--- src/verilog/smp_pkg.sv ---
// Shared constants for the byte-wide serial master port.
// Assumes a single 20 MHz system clock.
package smp_pkg;

    // System clock figures
    localparam int CLK_MHZ = 20;                  // System clock rate
    localparam int US_CYCLES = CLK_MHZ;           // Cycles per microsecond

    // Transaction shape
    localparam logic [3:0] BITS_PER_BYTE = 4'h8;  // SCK pulses per byte
    localparam logic [2:0] LAST_BIT_IDX  = 3'h7;  // Index of final bit

    // Divider select codes: divide by 2 << code
    localparam logic [2:0] DIV_SEL_2   = 3'h0;
    localparam logic [2:0] DIV_SEL_128 = 3'h6;    // Largest divider
    localparam logic [6:0] HALF_ONE    = 7'h01;   // Half period at div 2

    // Option flag positions, zero word selects all defaults
    localparam int OPT_SCK_IDLE_HIGH = 0;         // SCK idles high
    localparam int OPT_LSB_FIRST     = 1;         // Shift LSB first
    localparam int OPT_EDGE_TRAILING = 2;         // Sample on trailing edge
    localparam logic [2:0] OPT_DEFAULTS = 3'h0;   // All defaults

    // FIFO shape
    localparam int FIFO_WIDTH = 17;               // Data, delay, delay flag
    localparam int FIFO_DEPTH = 16;               // Words of request buffer

    // Master state machine
    typedef enum logic [1:0] {
        ST_IDLE  = 2'b00,
        ST_LEAD  = 2'b01,
        ST_TRAIL = 2'b10,
        ST_WAIT  = 2'b11
    } smp_state_t;

endpackage : smp_pkg

--- src/verilog/smp_fifo.sv ---
// Request FIFO, width and depth by parameter, valid/ready on both sides.
// Assumes one clock and an asynchronous active-low reset.
`timescale 1ns/1ps
module smp_fifo #(
    parameter int WIDTH = 8,
    parameter int DEPTH = 16
) (
    // Clock and reset
    input  wire logic             clk,
    input  wire logic             arst_n,
    // Fill side
    input  wire logic             in_valid,
    output logic                  in_ready,
    input  wire logic [WIDTH-1:0] in_data,
    // Drain side
    output logic                  out_valid,
    input  wire logic             out_ready,
    output logic [WIDTH-1:0]      out_data
);
    localparam int AW = $clog2(DEPTH);

    logic [WIDTH-1:0] mem_q [DEPTH];       // Storage words
    logic [AW-1:0]    wr_q, wr_d;          // Write pointer
    logic [AW-1:0]    rd_q, rd_d;          // Read pointer
    logic [AW:0]      cnt_q, cnt_d;        // Words held
    logic             rdy_q, rdy_d;        // Room for another word
    logic             push, pop;           // Handshakes this cycle

    // Ready registered so the port comes straight from a flip-flop
    assign in_ready  = rdy_q;
    assign out_valid = (cnt_q != '0);
    assign out_data  = mem_q[rd_q];
    assign push      = in_valid && in_ready;
    assign pop       = out_valid && out_ready;

    // Pointer and count update
    always_comb begin
        wr_d  = push ? wr_q + 1'b1 : wr_q;
        rd_d  = pop ? rd_q + 1'b1 : rd_q;
        cnt_d = cnt_q + (AW+1)'(push) - (AW+1)'(pop);
        rdy_d = (cnt_d < (AW+1)'(DEPTH));
    end

    // Register pointers; storage written without reset
    always_ff @(posedge clk or negedge arst_n) begin
        if (!arst_n) begin
            wr_q  <= '0;
            rd_q  <= '0;
            cnt_q <= '0;
            rdy_q <= 1'b0;
        end else begin
            wr_q  <= wr_d;
            rd_q  <= rd_d;
            cnt_q <= cnt_d;
            rdy_q <= rdy_d;
        end
    end

    // Word storage
    always_ff @(posedge clk) begin
        if (push) begin
            mem_q[wr_q] <= in_data;
        end
    end
endmodule : smp_fifo

--- src/verilog/smp_wait.sv ---
// Post-transfer wait timer counting whole microseconds.
// Assumes start arrives as a single-cycle pulse while the timer is idle.
`timescale 1ns/1ps
module smp_wait
    import smp_pkg::*;
(
    // Clock and reset
    input  wire logic       clk,
    input  wire logic       arst_n,
    // Control
    input  wire logic       start,
    input  wire logic [7:0] wait_us,
    output logic            busy
);
    logic [7:0] us_q, us_d;            // Microseconds left
    logic [4:0] tick_q, tick_d;        // Cycles within a microsecond
    logic       run_q, run_d;          // Timer active

    assign busy = run_q;

    // Count down microseconds, zero wait ends at once
    always_comb begin
        us_d   = us_q;
        tick_d = tick_q;
        run_d  = run_q;
        if (start) begin
            us_d   = wait_us;
            tick_d = 5'(US_CYCLES - 1);
            run_d  = (wait_us != 8'h00);
        end else if (run_q) begin
            if (tick_q == 5'h00) begin
                tick_d = 5'(US_CYCLES - 1);
                us_d   = us_q - 8'h01;
                run_d  = (us_q != 8'h01);
            end else begin
                tick_d = tick_q - 5'h01;
            end
        end
    end

    // State registers
    always_ff @(posedge clk or negedge arst_n) begin
        if (!arst_n) begin
            us_q   <= 8'h00;
            tick_q <= 5'h00;
            run_q  <= 1'b0;
        end else begin
            us_q   <= us_d;
            tick_q <= tick_d;
            run_q  <= run_d;
        end
    end
endmodule : smp_wait

--- src/verilog/smp_master.sv ---
// Byte-wide serial master: one byte out and one byte in per transaction.
// Assumes synchronous inputs, one 20 MHz clock, slave honours select.
`timescale 1ns/1ps

module smp_master
    import smp_pkg::*;
(
    // Clock and reset
    input  wire logic       clk,
    input  wire logic       arst_n,
    // Configuration
    input  wire logic [2:0] div_sel,
    input  wire logic [2:0] options,
    input  wire logic       init,
    input  wire logic       ss_is_output,
    // Request stream
    input  wire logic       req_valid,
    output logic            req_ready,
    input  wire logic [7:0] req_data,
    input  wire logic       req_delay,
    input  wire logic [7:0] after_transfer_wait,
    // Answer
    output logic            busy,
    output logic            done,
    output logic [7:0]      rx_data,
    output logic            master_enable_bit,
    // Serial pins
    output logic            sck,
    output logic            sck_oe,
    output logic            mosi,
    output logic            mosi_oe,
    output logic            miso_oe,
    input  wire logic       miso_in,
    input  wire logic       ss_n_in,
    output logic            ss_pullup_en
);
    // Request FIFO outputs
    logic        f_valid;                // Request waiting
    logic        f_ready;                // Master takes request
    logic [16:0] f_data;                 // Data, wait, delay flag

    // Master state
    smp_state_t  st_q, st_d;             // Sequencer
    logic [6:0]  half_q, half_d;         // Half period counter
    logic [6:0]  half_len_q, half_len_d; // Latched half period
    logic [2:0]  bit_q, bit_d;           // Bits done
    logic [7:0]  tx_q, tx_d;             // Outgoing shift
    logic [7:0]  rx_q, rx_d;             // Incoming shift
    logic [2:0]  opt_q, opt_d;           // Latched options
    logic        men_q, men_d;           // Master enable bit
    logic        sck_q, sck_d;           // SCK level
    logic        mosi_q, mosi_d;         // MOSI level
    logic        busy_q, busy_d;         // Busy output
    logic        done_q, done_d;         // Done pulse
    logic [7:0]  rxo_q, rxo_d;           // Returned byte
    logic        oe_q, oe_d;             // Pin drive enables
    logic        pu_q, pu_d;             // Select pull-up
    logic        wait_start;             // Kick post-transfer wait
    logic        wait_busy;              // Post-transfer wait running
    logic        dly_q, dly_d;           // Current request has wait
    logic [7:0]  dly_us_q, dly_us_d;     // Wait length
    logic        idle_lvl;               // SCK idle level
    logic        half_end;               // Half period expires
    logic        lsb;                    // LSB first selected
    logic        trail;                  // Sample on trailing edge
    logic [7:0]  tx_rev;                 // Data in shift order
    logic        wait_start_q;           // Wait kicked last cycle

    // Request buffer; back-pressure reaches req_ready
    smp_fifo #(
        .WIDTH (FIFO_WIDTH),
        .DEPTH (FIFO_DEPTH)
    ) u_fifo (
        .clk       (clk),
        .arst_n    (arst_n),
        .in_valid  (req_valid),
        .in_ready  (req_ready),
        .in_data   ({req_delay, after_transfer_wait, req_data}),
        .out_valid (f_valid),
        .out_ready (f_ready),
        .out_data  (f_data)
    );

    // Post-transfer wait timer
    smp_wait u_wait (
        .clk     (clk),
        .arst_n  (arst_n),
        .start   (wait_start),
        .wait_us (dly_us_q),
        .busy    (wait_busy)
    );

    // Option decode; zero word leaves all defaults
    assign idle_lvl = opt_q[OPT_SCK_IDLE_HIGH];
    assign lsb      = opt_q[OPT_LSB_FIRST];
    assign trail    = opt_q[OPT_EDGE_TRAILING];
    assign half_end = (half_q == 7'h00);

    // Pop the FIFO only when idle so requests never overlap
    assign f_ready = (st_q == ST_IDLE);

    // Reorder so bit 7 sits at bit 0 and shifts first when MSB first
    // Lets one right shifter serve both bit orders
    always_comb begin
        for (int i = 0; i < 8; i++) begin
            tx_rev[i] = f_data[7-i];
        end
    end

    // Sequencer next state
    always_comb begin
        st_d       = st_q;
        half_d     = half_q;
        half_len_d = half_len_q;
        bit_d      = bit_q;
        tx_d       = tx_q;
        rx_d       = rx_q;
        opt_d      = opt_q;
        men_d      = men_q;
        sck_d      = sck_q;
        mosi_d     = mosi_q;
        busy_d     = busy_q;
        done_d     = 1'b0;
        rxo_d      = rxo_q;
        oe_d       = oe_q;
        pu_d       = pu_q;
        dly_d      = dly_q;
        dly_us_d   = dly_us_q;
        wait_start = 1'b0;

        // Initialisation latches configuration and pin directions
        if (init && st_q == ST_IDLE) begin
            men_d  = 1'b1;
            oe_d   = 1'b1;
            pu_d   = !ss_is_output;
            opt_d  = options;
            sck_d  = options[OPT_SCK_IDLE_HIGH];
            // Half period is divider/2 cycles; div code 7 clamps
            half_len_d = (div_sel > DIV_SEL_128) ?
                         (HALF_ONE << DIV_SEL_128) :
                         (HALF_ONE << div_sel);
        end

        case (st_q)
            ST_IDLE: begin
                sck_d = (init && st_q == ST_IDLE) ?
                        options[OPT_SCK_IDLE_HIGH] : idle_lvl;
                if (f_valid) begin
                    busy_d   = 1'b1;
                    dly_d    = f_data[16];
                    dly_us_d = f_data[15:8];
                    bit_d    = 3'h0;
                    half_d   = half_len_q - 7'h01;
                    rx_d     = 8'h00;
                    if (men_q) begin
                        // First bit set up before leading edge
                        tx_d   = lsb ? f_data[7:0] : tx_rev;
                        mosi_d = lsb ? f_data[0] : f_data[7];
                        st_d   = ST_LEAD;
                    end else begin
                        // Out of master mode: answer zero at once
                        rxo_d  = 8'h00;
                        busy_d = 1'b0;
                        done_d = 1'b1;
                    end
                end
            end
            ST_LEAD: begin
                // Leading edge after a full half period
                if (half_end) begin
                    sck_d  = !idle_lvl;
                    half_d = half_len_q - 7'h01;
                    if (!trail) begin
                        rx_d = {rx_q[6:0], miso_in};
                    end
                    st_d = ST_TRAIL;
                end else begin
                    half_d = half_q - 7'h01;
                end
            end
            ST_TRAIL: begin
                // Trailing edge returns SCK to idle, sets next bit
                if (half_end) begin
                    sck_d  = idle_lvl;
                    half_d = half_len_q - 7'h01;
                    if (trail) begin
                        rx_d = {rx_q[6:0], miso_in};
                    end
                    if (bit_q == LAST_BIT_IDX) begin
                        st_d = ST_WAIT;
                        wait_start = dly_q;
                    end else begin
                        bit_d  = bit_q + 3'h1;
                        tx_d   = {1'b0, tx_q[7:1]};
                        mosi_d = tx_q[1];        // Next bit out
                        st_d   = ST_LEAD;
                    end
                end else begin
                    half_d = half_q - 7'h01;
                end
            end
            ST_WAIT: begin
                // Hold busy through the optional wait
                if (!wait_busy && !wait_start_q) begin
                    for (int i = 0; i < 8; i++) begin
                        rxo_d[i] = lsb ? rx_q[7-i] : rx_q[i];
                    end
                    busy_d = 1'b0;
                    done_d = 1'b1;
                    st_d   = ST_IDLE;
                end
            end
            default: begin
                // Unused codes fall back to idle
                st_d = ST_IDLE;
            end
        endcase

        // Mode fault wins over all: low select input drops master mode
        if (!ss_is_output && !ss_n_in) begin
            men_d = 1'b0;
        end
    end

    // One-cycle gap after the wait kick; the timer's busy is already set in the
    // first wait state cycle, so the gap only holds a delayed request with a
    // zero wait one cycle longer than a request without delay
    always_ff @(posedge clk or negedge arst_n) begin
        if (!arst_n) begin
            wait_start_q <= 1'b0;
        end else begin
            wait_start_q <= wait_start;
        end
    end

    // Sequencer registers
    // Reset leaves the pins undriven until init
    always_ff @(posedge clk or negedge arst_n) begin
        if (!arst_n) begin
            st_q       <= ST_IDLE;
            half_q     <= 7'h00;
            half_len_q <= HALF_ONE;
            bit_q      <= 3'h0;
            tx_q       <= 8'h00;
            rx_q       <= 8'h00;
            opt_q      <= OPT_DEFAULTS;
            men_q      <= 1'b0;
            sck_q      <= 1'b0;
            mosi_q     <= 1'b0;
            busy_q     <= 1'b0;
            done_q     <= 1'b0;
            rxo_q      <= 8'h00;
            oe_q       <= 1'b0;
            pu_q       <= 1'b0;
            dly_q      <= 1'b0;
            dly_us_q   <= 8'h00;
        end else begin
            st_q       <= st_d;
            half_q     <= half_d;
            half_len_q <= half_len_d;
            bit_q      <= bit_d;
            tx_q       <= tx_d;
            rx_q       <= rx_d;
            opt_q      <= opt_d;
            men_q      <= men_d;
            sck_q      <= sck_d;
            mosi_q     <= mosi_d;
            busy_q     <= busy_d;
            done_q     <= done_d;
            rxo_q      <= rxo_d;
            oe_q       <= oe_d;
            pu_q       <= pu_d;
            dly_q      <= dly_d;
            dly_us_q   <= dly_us_d;
        end
    end

    // Outputs straight from flip-flops, except miso_oe tied low
    assign busy              = busy_q;
    assign done              = done_q;
    assign rx_data           = rxo_q;
    assign master_enable_bit = men_q;
    assign sck               = sck_q;
    assign sck_oe            = oe_q;
    assign mosi              = mosi_q;
    assign mosi_oe           = oe_q;
    assign miso_oe           = 1'b0;     // MISO never driven here
    assign ss_pullup_en      = pu_q;
endmodule : smp_master

--- config.mk ---
export PLATFORM = sky130hd
export DESIGN_NAME = smp_master
export DESIGN_NICKNAME = d
export VERILOG_FILES = /design/src/verilog/smp_pkg.sv /design/src/verilog/smp_fifo.sv /design/src/verilog/smp_wait.sv /design/src/verilog/smp_master.sv
export SDC_FILE = /design/constraint.sdc
export NUM_CORES = 1
export LEC_CHECK = 0
export ABC_AREA = 1
export BUFFER_PORTS_ARGS = -buffer_cell sky130_fd_sc_hd__buf_2
export CAP_MARGIN = 40
export CORE_ASPECT_RATIO = 0.75
export CORE_MARGIN = 5
export CORE_UTILIZATION = 50
export DETAILED_ROUTE_END_ITERATION = 8
export PLACE_DENSITY_LB_ADDON = 0.3
export RECOVER_POWER = 100
export SYNTH_ARGS = -nofsm -noshare
export SYNTH_HDL_FRONTEND = slang
export SYNTH_SLANG_ARGS = --single-unit
--- constraint.sdc ---
create_clock -name clk -period 3.5 [get_ports clk]
set_input_delay 0.35 -clock clk [delete_from_list [all_inputs] [get_ports clk]]
set_output_delay 0.35 -clock clk [all_outputs]
set_load 0.03 [all_outputs]
==> impl_metrics.yaml <==
run_status:
  status: "finished, violations left"
  violations: "max-capacitance violations, max-slew violations"
drt:
  routedWlPerCell_microns: 19.0
  finalWirelength_microns: 36300
  num_vias: 10500
  antenna_left: 0
  drcViolationCount: 0
  drtIter0Drc: 1031
  firstDrtPassIters: 5
  vias_per_cell: 5.52
cts:
  clkLatencyLatePin_ns: 0.53
  cts_buffer_depth: 3
  post_cts_buffers: 0
  clk_pin_slew_ns: 0.06
  cts_sinks: 362
  tritoncts: "yes"
  cts_max_level: 2
  cts_buffers: 36
  cts_root_buf: "clkbuf_16"
logic_synthesis:
  netlist_instances: 1435
  synth_top_area_share_pct: 52.0
  yosysSeqAreaShare_pct: 66.4
  yosysUniqueCellTypes: 46
  ys_ff_latch: 362
  yosys_warnings: 0
  yosys.area.top_type: "edfxtp_1"
  syn_avg_cell_area_sq_um: 10.9
  syn-num-nets: 1490
  synth_area_sq_mm: 0.0157
  yosys-top-cells-area: "edfxtp_1 52%, dfrtp_1 14%, nand2_1 6.0%, o21ai_0 4.8%, nor2_1 4.1%"
power:
  power_frac_clock_pct: 25.6
  vdd_drop_max_mv: 0.514
  powerDensity_mw_per_mm2: 837
  p_int_mw: 8.97
  p_sw_mw: 5.53
  share_comb_of_total_power_pct: 36.0
  leakage_nw: 6.65
  p_seq_share_pct: 38.4
  swShare_pct: 38.1
floorplanning:
  die_width_microns: 215
  start_util_pct: 50.5
  fp.dieH_microns: 163
  core-area_sq_mm: 0.0311
  core.rowCount: 56
  pin_count: 48
  die_area_sq_mm: 0.0351
worst_setup_path:
  crit_family: "simple AND/OR/NAND/NOR gates"
  cp_data_required_time_ns: 3.66
  arrival_ns: 3.08
  cp-start-kind: "flip-flop"
  regToRegStartpoint: "u_fifo.wr_q[0]"
  path_max_fanout: 10
  crit_buf_inv: 2
  max_stage_delay_ns: 1.12
  regToRegSetupSlack_ns: 0.58
  reg2reg_to: "u_fifo.mem_q[14][11]"
  worst_setup_path_end_kind: "flip-flop"
  worst_path_max_delay_cell: "nor2_1"
  crit_type: "reg2reg"
  path_cells: "inv_1 -> ha_1 -> nand2_1 -> nor2_1 -> clkbuf_1"
  reg2reg_depth: 5
final_layout:
  fin_area_sq_mm: 0.0173
  nets: 1530
  syn2layout_area_growth_pct: 10.4
  drive_above_1_share_pct: 6.47
  final_core_util_pct: 55.7
  diodes: 0
sta:
  hold_viol_final: 0
  period_share_pct: 83.3
  drv_slew: 103
  setup_ws_ns: 0.584
  setup_tns_ns: 0
  finalSetupViolations: 0
  fin_worst_skew_ns: 0.0195
  fin_crit_ns: 2.92
  max_slew_margin_pct: -36.2
  tightest_slew_ns: 2.04
  rsz0062_at_grt: "false"
  fmax_mhz: 343
placement:
  place_area_sq_mm: 0.0164
  numPortBuffers: 46
  gp_congestion: 0.814
  pre_cts_slack_ns: 0.913
  hpwl_microns: 20900
global_routing:
  grt_max_degree: 144
  track_usage_pct: 20.5
  grt_pass1_wl_microns: 56300
  grt_pass1_vias: 9815
  grt_antenna_before_repair: 1
  grt_overflow: 0
hold_path:
  hp-class: "in2reg"
  min_from: "options[2]"
  worstHoldPathCells: 3
  min_to: "opt_q[2]"
job:
  cap_violations: 5
[metrics by stage]
stage          std cells  total power [mW]  hold WS [ns]
2_1_floorplan       1435              9.50        0.0544
3_3_place_gp        1841              10.8         0.464
3_5_place_dp        1842              10.9         0.336
4_1_cts             1906              14.7        0.0206
5_1_grt             1906              15.5        0.0402
6_report            1906              14.5        0.0400
[synthesized netlist by cell type (all sizes together)]
library cell    n
a21oi          21
a22o            1
a31oi           9
a32o            1
buf            49
clkbuf         26
clkinv          3
conb            1
dfrtp          89
dfstp           1
edfxtp        272
fa              1
ha             24
inv           118
nand2         252
nand3         123
nand4           4
nor2          173
nor3            4
nor4            1
o211ai         46
o21a            8
o21ai         162
o221ai          2
o22a            1
o22ai          10
o31ai           2
o32ai           1
or2             6
or3             1
or4             1
xnor2           5
xor2           17
[cell type report]
type	count	area (sq um)
multi-input cells	877	4400
flip-flops and latches	362	10400
clock buffers	47	972
clock inverters	16	150
fillers	2694	13800
well taps	406	508
inverters	121	457
repair buffers	77	414
[logic make-up after synthesis]
kind of cell	share of synthesized area (%)
DFF	66.4
other	0.0239
buffers and inverters	5.51
adders and majority gates	2.04
xor gates and xnor gates	1.23
and+or+nand+nor	15.1
AOI/OAI and AO/OA	9.71
[power by group through the flow]
stage	Sequential, mW	Combinational [mW]	Clock, mW
after floorplan	5.69	3.81	0
after global placement	5.62	5.19	0
after detailed placement	5.64	5.30	0
after CTS	5.56	5.33	3.78
after global routing	5.63	5.86	3.99
final	5.57	5.22	3.71
[per-layer routing]
metal,wire [microns],track usage (%),vias to the layer above
li1,-,-,5007
met1,16600,30.2,5073
met4,666,4.71,2
met2,16100,32.5,388
met5,7,0,-
met3,2880,3.65,60
[cell usage in the layout, fill, tap and decap left out, types with 36 or more instances in the layout]
cell,count
edfxtp_1,272
nand2_1,252
nor2_1,169
o21ai_0,154
nand3_1,120
inv_1,114
dfrtp_1,87
clkbuf_1,61
o211ai_1,46
clkbuf_16,36
[worst max path at each step]
stage                   startpoint                   end  slack, ns  cells past startpoint
global route               st_q[0]               tx_q[3]       0.41                     11
floorplan                  st_q[1]       u_fifo.cnt_q[4]       0.83                     13
detailed placement         st_q[0]       u_fifo.cnt_q[4]       0.91                     12
CTS                        st_q[0]       u_fifo.cnt_q[4]       0.89                     12
finish              u_fifo.wr_q[0]  u_fifo.mem_q[14][11]       0.58                      5
global placement           st_q[0]       u_fifo.cnt_q[4]       1.01                     12
[what timing repair did]
action / CTS / global route
resized for setup: 0 / 0
hold buffers: 1 / 0
hold endpoints to repair: 29 / 0
[sequential cells by signal, summed over array words and instances (netlist names), 5 cells and up]
register	count
u_fifo.cnt_q	5
dly_us_q	8
rx_q	8
half_len_q	7
rx_data	8
tx_q	8
u_fifo.mem_q	272
half_q	7
u_wait.us_q	8
u_wait.tick_q	5
[worst reg2reg max path, delay by kind of cell (launching register included)]
family                   cells  cell delay (ns)
adder cells (fa/ha/maj)      1             0.17
buffers and inverters        2             0.73
flip-flops                   1             0.42
AND/OR/NAND/NOR              2             1.24
Power figures use the tool's default switching activity.
